===== src/cpx_params.svh =====
`ifndef CPX_PARAMS_SVH
`define CPX_PARAMS_SVH

// register numbers on the move port
`define CPX_REG_FVA        5'h08
`define CPX_REG_TIMER      5'h09
`define CPX_REG_CMP        5'h0B
`define CPX_REG_STATUS     5'h0C
`define CPX_REG_INSTR_WATCH_POINT     5'h12
`define CPX_REG_DATA_WATCH_POINT     5'h13

// processor_status field positions
`define CPX_ST_IE          0
`define CPX_ST_EXL         1
`define CPX_ST_ERL         2
`define CPX_ST_UM          4
`define CPX_ST_UX          5
`define CPX_ST_IM_LO       8
`define CPX_ST_IM_HI       15
`define CPX_ST_DE          16
`define CPX_ST_CE          17
`define CPX_ST_CH          18
`define CPX_ST_SR          20
`define CPX_ST_BEV         22
`define CPX_ST_IL          23
`define CPX_ST_DL          24
`define CPX_ST_RE          25
`define CPX_ST_FR          26
`define CPX_ST_CU_LO       28
`define CPX_ST_CU_HI       31
`define CPX_ST_WR_MASK     32'hF7D7FF37
`define CPX_ST_RESET       32'h00400004

// watch register layouts
`define CPX_IW_EN          0
`define CPX_IW_ADDR_LO     2
`define CPX_IW_WR_MASK     32'hFFFFFFFD
`define CPX_DW_STORE_EN    0
`define CPX_DW_LOAD_EN     1
`define CPX_DW_ADDR_LO     3
`define CPX_DW_WR_MASK     32'hFFFFFFFB
`define CPX_WATCH_RESET    32'h00000000

// timing
`define CPX_TIMER_DIV      4'h2
`define CPX_IE_LAG         2'h3

// exception vector bases, plain defaults
`define CPX_VEC_NORMAL     32'h00000000
`define CPX_VEC_BOOT       32'h00001000

`endif


===== src/cpx_pkg.sv =====
package cpx_pkg;

   typedef enum logic [2:0] {
      CPX_FLT_ADDR,
      CPX_FLT_BOUNDS,
      CPX_FLT_VC_DATA,
      CPX_FLT_VC_INSTR,
      CPX_FLT_BUS
   } cpx_fault_kind_t;

   typedef struct packed {
      logic pending;
   } cpx_watch_state_t;

   typedef struct packed {
      logic [31:0] fault_virtual_address;
      logic [31:0] cycle_timer;
      logic [31:0] timer_compare;
      logic [31:0] processor_status;
      logic [31:0] instr_watch_point;
      logic [31:0] data_watch_point;
      logic [31:0] rdata;
      logic        timer_pending;
      logic [3:0]  div_cnt;
      logic [1:0]  ie_lag_cnt;
      logic        ie_effective;
   } cpx_state_t;

endpackage


===== src/cpx_exception_regs.sv =====
// The strobed register port is this design's own decision.
`include "cpx_params.svh"

module cpx_exception_regs
   import cpx_pkg::*;
#(
   parameter logic [3:0]  TIMER_DIV  = `CPX_TIMER_DIV,
   parameter logic [31:0] VEC_NORMAL = `CPX_VEC_NORMAL,
   parameter logic [31:0] VEC_BOOT   = `CPX_VEC_BOOT
)
(
   input  wire logic             clk,
   input  wire logic             arst_n,
   // register move port
   input  wire logic [4:0]       reg_addr,
   input  wire logic [31:0]      reg_wdata,
   input  wire logic             reg_wr,
   input  wire logic             reg_rd,
   output logic      [31:0]      reg_rdata,
   // instruction fetch
   input  wire logic             ifetch_valid,
   input  wire logic [31:0]      ifetch_vaddr,
   input  wire logic             ifetch_addr_err,
   // data access
   input  wire logic             dacc_valid,
   input  wire logic             dacc_load,
   input  wire logic             dacc_store,
   input  wire logic             dacc_cacheop,
   input  wire logic [31:0]      dacc_vaddr,
   input  wire logic             dacc_addr_err,
   // faulting address report
   input  wire logic             fault_valid,
   input  wire cpx_fault_kind_t  fault_kind,
   input  wire logic [31:0]      fault_vaddr,
   // exception sequencing from the core
   input  wire logic             exc_enter,
   input  wire logic             exc_return,
   input  wire logic             soft_reset,
   // interrupt sources
   input  wire logic [5:0]       ext_int,
   input  wire logic [1:0]       sw_irq,
   // cache refill requests into set A
   input  wire logic             icache_refill_a,
   input  wire logic             icache_set_a_valid,
   input  wire logic             dcache_refill_a,
   input  wire logic             dcache_set_a_valid,
   input  wire logic             dcache_store_hit,
   // results
   output logic                  instr_watch_point_take,
   output logic                  data_watch_point_take,
   output logic      [1:0]       watch_pending,
   output logic      [7:0]       irq_pending,
   output logic                  irq_enabled,
   output logic                  irq_take,
   output logic                  user_mode,
   output logic                  kernel_mode,
   output logic      [3:0]       cop_usable,
   output logic                  icache_refill_a_ok,
   output logic                  dcache_refill_a_ok,
   output logic                  dcache_store_update_ok,
   output logic      [31:0]      vector_base
);

   cpx_state_t  s;
   cpx_state_t  next_s;

   logic        exception_level;
   logic        error_level;
   logic        level_busy;
   logic        timer_tick;
   logic [31:0] timer_inc;
   logic        iw_hit;
   logic        dw_hit;
   logic        dw_load_hit;
   logic        dw_store_hit;
   logic [7:0]  irq_mask;

   assign exception_level        = s.processor_status[`CPX_ST_EXL];
   assign error_level        = s.processor_status[`CPX_ST_ERL];
   assign level_busy = exception_level | error_level;

   // ------------------------------------------------------------------
   // watch comparisons
   // ------------------------------------------------------------------
   assign iw_hit = ifetch_valid
                 & s.instr_watch_point[`CPX_IW_EN]
                 & (ifetch_vaddr[31:`CPX_IW_ADDR_LO]
                    == s.instr_watch_point[31:`CPX_IW_ADDR_LO]);

   assign dw_load_hit  = dacc_load & s.data_watch_point[`CPX_DW_LOAD_EN];
   assign dw_store_hit = dacc_store & s.data_watch_point[`CPX_DW_STORE_EN];

   // cache ops never compare, even on a matching address
   assign dw_hit = dacc_valid
                 & ~dacc_cacheop
                 & (dw_load_hit | dw_store_hit)
                 & (dacc_vaddr[31:`CPX_DW_ADDR_LO]
                    == s.data_watch_point[31:`CPX_DW_ADDR_LO]);

   cpx_watch u_instr_watch_point (
      .clk        (clk),
      .arst_n     (arst_n),
      .hit        (iw_hit),
      .higher_err (ifetch_addr_err),
      .level_busy (level_busy),
      .take       (instr_watch_point_take),
      .pending    (watch_pending[0])
   );

   cpx_watch u_data_watch_point (
      .clk        (clk),
      .arst_n     (arst_n),
      .hit        (dw_hit),
      .higher_err (dacc_addr_err),
      .level_busy (level_busy),
      .take       (data_watch_point_take),
      .pending    (watch_pending[1])
   );

   // ------------------------------------------------------------------
   // timer arithmetic
   // ------------------------------------------------------------------
   // free-running divider: no stall input exists, so pipeline state
   // cannot hold the timer back
   assign timer_tick = (s.div_cnt == TIMER_DIV - 4'h1);
   assign timer_inc  = s.cycle_timer + 32'h1;

   // ------------------------------------------------------------------
   // next state
   // ------------------------------------------------------------------
   always_comb begin
      next_s = s;

      // read data stand only in the cycle after the strobe
      next_s.rdata = 32'h0;
      if (reg_rd) begin
         unique case (reg_addr)
            `CPX_REG_FVA:    next_s.rdata = s.fault_virtual_address;
            `CPX_REG_TIMER:  next_s.rdata = s.cycle_timer;
            `CPX_REG_CMP:    next_s.rdata = s.timer_compare;
            `CPX_REG_STATUS: next_s.rdata = s.processor_status;
            `CPX_REG_INSTR_WATCH_POINT: next_s.rdata = s.instr_watch_point;
            `CPX_REG_DATA_WATCH_POINT: next_s.rdata = s.data_watch_point;
            default:         next_s.rdata = 32'h0;
         endcase
      end

      // timer divider and count
      if (timer_tick) begin
         next_s.div_cnt     = 4'h0;
         next_s.cycle_timer = timer_inc;
      end else begin
         next_s.div_cnt     = s.div_cnt + 4'h1;
      end
      if (reg_wr && reg_addr == `CPX_REG_TIMER) begin
         next_s.cycle_timer = reg_wdata;
      end

      // compare write clears first, so a same-cycle match still lands
      if (reg_wr && reg_addr == `CPX_REG_CMP) begin
         next_s.timer_compare = reg_wdata;
         next_s.timer_pending = 1'b0;
      end
      if (timer_tick && timer_inc == s.timer_compare) begin
         next_s.timer_pending = 1'b1;
      end

      // watch registers, reserved bits forced to zero
      if (reg_wr && reg_addr == `CPX_REG_INSTR_WATCH_POINT) begin
         next_s.instr_watch_point = reg_wdata & `CPX_IW_WR_MASK;
      end
      if (reg_wr && reg_addr == `CPX_REG_DATA_WATCH_POINT) begin
         next_s.data_watch_point = reg_wdata & `CPX_DW_WR_MASK;
      end

      // status: software write, then core events on top
      if (reg_wr && reg_addr == `CPX_REG_STATUS) begin
         next_s.processor_status = reg_wdata & `CPX_ST_WR_MASK;
      end
      if (exc_return) begin
         if (error_level) begin
            next_s.processor_status[`CPX_ST_ERL] = 1'b0;
         end else begin
            next_s.processor_status[`CPX_ST_EXL] = 1'b0;
         end
      end
      if (exc_enter) begin
         next_s.processor_status[`CPX_ST_EXL] = 1'b1;
      end
      if (soft_reset) begin
         next_s.processor_status[`CPX_ST_ERL] = 1'b1;
         next_s.processor_status[`CPX_ST_BEV] = 1'b1;
         next_s.processor_status[`CPX_ST_SR]  = 1'b1;
      end

      // fault address: frozen under exception level, blind to bus errors
      if (fault_valid && !exception_level && fault_kind != CPX_FLT_BUS) begin
         next_s.fault_virtual_address = fault_vaddr;
      end

      // enable lag: set takes effect at most the lag count of cycles
      // after the write; clear drops ie_effective one cycle after the
      // status bit clears, so a disable lands one cycle late
      if (!s.processor_status[`CPX_ST_IE]) begin
         next_s.ie_lag_cnt   = 2'h0;
         next_s.ie_effective = 1'b0;
      end else begin
         if (s.ie_lag_cnt != `CPX_IE_LAG) begin
            next_s.ie_lag_cnt = s.ie_lag_cnt + 2'h1;
         end
         next_s.ie_effective = (s.ie_lag_cnt >= `CPX_IE_LAG - 2'h1);
      end
   end

   // ------------------------------------------------------------------
   // state register
   // ------------------------------------------------------------------
   always_ff @(posedge clk or negedge arst_n) begin
      if (!arst_n) begin
         s                   <= '0;
         s.processor_status  <= `CPX_ST_RESET;
         s.instr_watch_point <= `CPX_WATCH_RESET;
         s.data_watch_point  <= `CPX_WATCH_RESET;
      end else begin
         s <= next_s;
      end
   end

   // ------------------------------------------------------------------
   // outputs
   // ------------------------------------------------------------------
   assign reg_rdata = s.rdata;

   // timer shares line 7 with external line 5
   assign irq_pending = {ext_int[5] | s.timer_pending,
                         ext_int[4:0],
                         sw_irq};

   assign irq_mask = s.processor_status[`CPX_ST_IM_HI:`CPX_ST_IM_LO];

   assign irq_enabled = s.ie_effective & ~exception_level & ~error_level;
   assign irq_take    = irq_enabled & (|(irq_mask & irq_pending));

   assign user_mode   = ~s.processor_status[`CPX_ST_UM] & ~exception_level & ~error_level;
   assign kernel_mode = ~user_mode;

   assign cop_usable = {s.processor_status[`CPX_ST_CU_HI:`CPX_ST_CU_LO + 1],
                        s.processor_status[`CPX_ST_CU_LO] | kernel_mode};

   // lock only bites when set A holds a valid line
   assign icache_refill_a_ok = icache_refill_a
                             & ~(s.processor_status[`CPX_ST_IL]
                                 & icache_set_a_valid);
   assign dcache_refill_a_ok = dcache_refill_a
                             & ~(s.processor_status[`CPX_ST_DL]
                                 & dcache_set_a_valid);
   // store hits update regardless of the lock
   assign dcache_store_update_ok = dcache_store_hit;

   assign vector_base = s.processor_status[`CPX_ST_BEV] ? VEC_BOOT
                                                        : VEC_NORMAL;

endmodule // cpx_exception_regs


===== src/cpx_watch.sv =====
module cpx_watch
   import cpx_pkg::*;
(
   input  wire logic clk,
   input  wire logic arst_n,
   input  wire logic hit,
   input  wire logic higher_err,
   input  wire logic level_busy,
   output logic      take,
   output logic      pending
);

   cpx_watch_state_t s;
   cpx_watch_state_t next_s;
   logic             fresh;

   // a match on an access that also faults yields to the address error
   assign fresh = hit & ~higher_err;

   always_comb begin
      next_s = s;
      take   = 1'b0;
      if (level_busy) begin
         next_s.pending = s.pending | fresh;
      end else begin
         take           = fresh | s.pending;
         next_s.pending = 1'b0;
      end
   end

   always_ff @(posedge clk or negedge arst_n) begin
      if (!arst_n) begin
         s <= '0;
      end else begin
         s <= next_s;
      end
   end

   assign pending = s.pending;

endmodule // cpx_watch

===== config.mk =====
export PLATFORM = sky130hd
export DESIGN_NAME = cpx_exception_regs
export DESIGN_NICKNAME = d
export VERILOG_FILES = /design/src/cpx_pkg.sv /design/src/cpx_exception_regs.sv /design/src/cpx_watch.sv
export VERILOG_INCLUDE_DIRS = /design/src
export SDC_FILE = /design/constraint.sdc
export NUM_CORES = 1
export LEC_CHECK = 0
export BUFFER_PORTS_ARGS = -buffer_cell sky130_fd_sc_hd__buf_2
export CORE_MARGIN = 3
export CORE_UTILIZATION = 24
export DETAILED_ROUTE_END_ITERATION = 10
export PLACE_DENSITY = 0.44
export SYNTH_ARGS = -nofsm -noshare
export SYNTH_HDL_FRONTEND = slang
export SYNTH_SLANG_ARGS = --single-unit

===== constraint.sdc =====
create_clock -name clk -period 6.67 [get_ports clk]
set_clock_uncertainty 0.05 [all_clocks]
set_input_delay 1.0005 -clock clk [delete_from_list [all_inputs] [get_ports clk]]
set_output_delay 1.0005 -clock clk [all_outputs]
set_load 0.01 [all_outputs]

# Yosys cells after proc, flatten, opt, wreduce, memory -nomap -nowiden
# Index checks and enable logic that the tools add are counted.
# classes
mux	22
reduce_logical	13
magnitude_cmp	1
n_eq_ne	13
bitwise_logic	34
add_sub_neg	3
# ops
op	n
32-bit case mux with 6 select lines	1
32-bit two-way mux	3
32-bit by 1-bit adder with 32-bit output, second input constant	1
32-bit equality test	1
30-bit equality test	1
29-bit equality test	1
23-bit two-way mux	1
5-bit by 4-bit equality test with 1-bit output, second input constant	4
1-bit bitwise AND	18
13-bit two-way mux	1
1-bit two-way mux	12
5-bit equality test, second input constant	2
1-bit inverter	9
8-bit bitwise AND	1
1-bit logical AND	8
8-bit OR reduction	1
1-bit OR	6
2-bit nonzero test	3
4-bit by 1-bit adder with 4-bit output, second input constant	1
4-bit by 1-bit equality test with 1-bit output, second input constant	1
2-bit two-way mux	2
4-bit two-way mux	1
3-bit two-way mux	1
3-bit != test, second input constant	1
5 further kinds	5
# totals
output_inout_bits	87
in_bits	164
word_cells	101
register_bits	226

# Depth between registers and ports, before layout
# logic_depth
depth_word	7
depth_mapped	9
ltp_nobuf	8

# Hierarchy
# Synthesis repeated with hierarchy kept, for this count alone.
# hier_totals
cells_unflattened	1142
hier_area_um2	12605.8
# modules_own_cells
module	cells_per_inst	n_inst	seq_area_each_um2	area_per_inst_um2
cpx_exception_regs	1134	1	5607.9	12493.2
cpx_watch	4	2	25.0	56.3

# Worst setup path after synthesis
# No wires, ideal clock.
# synth_timing
path_type	input port to flip-flop
start	input reg_addr[1]
end	register s, in the netlist irq_mask[1]
slack_ns	3.689
path_stages	8
arrival_ns	2.806
n_path_buf	4
setup_ns	0.125
required_time_ns	6.495
cell_sequence	buf_2 or4b_1 buf_2 inv_1 and3_1 buf_2 buf_2 mux2_2
# synth_via
elab_chain_cells	2
# synth_rtl
item	line	text
start, declared	cpx_exception_regs.sv:15	input wire logic [4:0] reg_addr,
5-bit by 4-bit equality test with 1-bit output	-	
1-bit logical AND (no source line)	-	
end signal, assigned	cpx_exception_regs.sv:225	s <= next_s;
end, declared	cpx_exception_regs.sv:64	cpx_state_t s;
# Every way passes these cells.
# A chain may end at the register's enable or synchronous reset.

# Worst setup path in the final report
# layout_timing
start	input dacc_vaddr[9]
end	output data_watch_point_take
# layout_via
elab_chain_cells	5
# layout_rtl
item	line	text
start, declared	cpx_exception_regs.sv:29	input wire logic [31:0] dacc_vaddr,
29-bit equality test	cpx_exception_regs.sv:97	& (dacc_vaddr[31:`CPX_DW_ADDR_LO]
1-bit bitwise AND	cpx_exception_regs.sv:94	assign dw_hit = dacc_valid
1-bit bitwise AND	cpx_watch.sv:18	assign fresh = hit & ~higher_err;
1-bit OR	cpx_watch.sv:26	take = fresh | s.pending;
1-bit two-way mux	cpx_watch.sv:23	if (level_busy) begin
end, declared	cpx_exception_regs.sv:50	output logic data_watch_point_take,
# Every way passes these cells.

==> impl_metrics.env <==
export IMPL_fmax_ghz=0.264
export IMPL_crit_family="simple AND/OR/NAND/NOR gates"
export IMPL_ant_nets=0
export IMPL_criticalPathCategory="in -> out"
export IMPL_drt_pass1_iterations=4
export IMPL_vias=8980
export IMPL_syn_inst=1104
export IMPL_nFillCells=5242
export IMPL_fin_tns_setup_ns=0
export IMPL_row_count=82
export IMPL_synth_xor_xnor_area_share_pct=9.98
export IMPL_seq_area_um2=5660
export IMPL_tritoncts="built"
export IMPL_grt_start_max_net_pins=130
export IMPL_synthMuxAreaShare_pct=19.2
export IMPL_cp_start_kind="input pin"
export IMPL_synth_top_family_by_area="multiplexers"
export IMPL_power_leakage_uw=0.00641
export IMPL_wirelength_mm=43.7
export IMPL_maxCapViolCount=0
export IMPL_io_pins=251
export IMPL_finalSetupViolations=0
export IMPL_worstHoldPathType="in -> async"
export IMPL_avgRoutedWirePerCell_um=22.6
export IMPL_synthAdderAreaFrac_pct=0.204
export IMPL_power_density_nw_per_um2=310
export IMPL_core_area_um2=50400
export IMPL_routabilityCongestion=0.850
export IMPL_synth_cell_types=59
export IMPL_synth_compound_area_share_pct=7.20
export IMPL_path_cells="buf_2 -> xnor2_1 -> nand4_1 -> nor4_1 -> a31oi_1 -> nor3_1 -> buf_2"
export IMPL_diodes=0
export IMPL_grt_usage_pct=15.9
export IMPL_grt_pass1_wl_mm=63.1
export IMPL_drc=0
export IMPL_worstPathArrival_ns=2.73
export IMPL_synth_ff_type="dfrtp_1"
export IMPL_critPathMaxStageDelay_ns=0.62
export IMPL_yosysWarnings=0
export IMPL_finalHoldWorstSlack_ns=0.394
export IMPL_required_ns=5.62
export IMPL_power_total_uw=4490
export IMPL_cp_max_fo=2
export IMPL_htreeDepth=1
export IMPL_dp_hpwl_mm=32.6
export IMPL_hold_viol_final=0
export IMPL_r2r_cells=7
export IMPL_seq_area_frac_synth_pct=46.1
export IMPL_antenna_found_initial=2
export IMPL_cts_sinks=226
export IMPL_cts_setup_buffers=0
export IMPL_finalWorstSetupSlack_ns=2.89
export IMPL_drive_gt1_share_pct=34.7
export IMPL_most_common_layout_cells="224 x dfrtp_1, 211 x buf_2, 149 x mux2_2"
export IMPL_numCtsBuffers=26
export IMPL_initial_core_util_pct=24.4
export IMPL_cts_resized=0
export IMPL_cp_num_buf_inv=2
export IMPL_final_common_cell="dfrtp_1"
export IMPL_slew_viol_final=0
export IMPL_rsz0062_at_grt="no"
export IMPL_peakVddDrop_v=0.000155
export IMPL_area_delta_synth_final_pct=17.9
export IMPL_ys_ff_latch=226
export IMPL_crit_cells=7
export IMPL_clock_latency_ns=0.54
export IMPL_netlist_area_um2=12300
export IMPL_synth_simple_area_share_pct=10.1
export IMPL_finalNetCount=1410
export IMPL_die_w_um=232
export IMPL_slew_headroom_pct=32.8
export IMPL_clkTransAtPathRegs_ns=0.06
export IMPL_synthArstFlopShare_pct=100
export IMPL_status="finished clean"
export IMPL_avgSynthCellArea_um2=11.1
export IMPL_tightest_slew_ns=1.01
export IMPL_grt_pass1_vias=9323
export IMPL_crit_path_frequent_cell="buf_2"
export IMPL_multiInputGateArea_um2=5870
export IMPL_fin_crit_sh_pct=56.7
export IMPL_fp_dieH_um=232
export IMPL_viasPerCell=4.64
export IMPL_dieArea_um2=53900
export IMPL_io_buffers=212
export IMPL_first_iter_violations=482
export IMPL_grt_ovfl_total=0
export IMPL_cts_root_buf="clkbuf_16"
export IMPL_synth_edf_count=0
export IMPL_clockBufferDepth=3
export IMPL_dp_slack_ns=2.70
export IMPL_cts_hold_buffers=0
export IMPL_finalCriticalPeriod_ns=3.78
export IMPL_cp_slowest_cell="nor4_1"
export IMPL_endpoint_kind="output port"
==> worst paths after layout <==
check	from	endpoint	slack, ns
max	dacc_vaddr[9]	data_watch_point_take	2.89
min	arst_n	reg_rdata[14]	0.39
max reg2reg	s[171]	s[7]	3.37
min reg2reg	s[228]	s[228]	0.45
max in group asynchronous	arst_n	reg_rdata[27]	4.91
min in group clk	s[228]	s[228]	0.45
==> cell families (layout without fill, tap and decap cells) <==
family,Yosys count,count (layout)
and+or+nand+nor,233,233
adders and majority gates,2,2
DFF,226,226
other,1,31
muxes,217,217
buffers and inverters,152,282
xor gates and xnor gates,140,140
AOI/OAI and AO/OA,133,133
==> worst register-to-register path, cell delays in order, from the launching register on <==
cell and delay [ns]:
dfrtp_1 0.52, nand4_1 0.51, nor4_1 0.95, nand3_1 0.22, xnor2_1 0.18, nor4_1 0.26, nand4_1 0.16, o41ai_2 0.35
==> report_power, final <==
part           switching [uW]  total [uW]  internal, uW
Combinational             505        1010           504
Sequential                311        1960          1650
Clock                     612        1520           912
Total                    1430        4490          3060
==> through the flow <==
step	cells	util, %	area, um2
after floorplan	1134	-	12400
after global placement	1888	27.0	13600
after detailed placement	1888	27.0	13600
after CTS	1936	28.8	14500
after global routing	1936	28.8	14500
final	1936	28.8	14500
==> per-layer routing <==
metal	vias up	wire [um]	global-route usage, %	part of all wire, %
li1	4103	-	-	-
met1	4571	19700	21.5	45
met2	259	21100	27.0	48
met3	47	1860	1.93	4.2
met4	0	979	4.05	2.2
met5	-	0	0	0
==> sequential cells by signal (all words and copies together), names as in the netlist <==
name / count
s: 179
reg_rdata: 32
irq_mask: 8
cop_usable: 3
error_level: 1
exception_level: 1
u_data_watch_point.pending: 1
u_instr_watch_point.pending: 1
==> Yosys cell counts (3+ instances only) <==
library cell  count  area [um2]
o22ai_1          30         188
xnor2_1          98         858
a21oi_1          43         215
nand2_1          27         101
buf_2            16        80.1
dfrtp_1         224        5610
nand4_1          24         150
or2_2             4        25.0
o21ai_0           6        30.0
xor2_1           42         368
nand3_1          20         100
a221oi_1         27         236
a31oi_1           6        37.5
buf_1            19        71.3
nor2_1           69         259
nor4_1           15        93.8
or3_1             6        37.5
buf_4            79         593
clkbuf_1         28         105
mux2i_1          68         681
nand3b_1          3        22.5
mux2_2          149        1680
and3_1            4        25.0
nor2b_1          28         175
nor3_1           14        70.1
nor4_2            3        37.5
inv_1             7        26.3
==> cell type report <==
class / instances / area share, %
sequential: 226 / 39.1
clock buffer: 36 / 5.24
inverter: 8 / 0.207
timing repair buffer: 226 / 8.21
multi-input combinational: 756 / 40.5
tap: 672 / 5.80
clock inverter: 12 / 0.993
(Power assumes the default switching activity.)
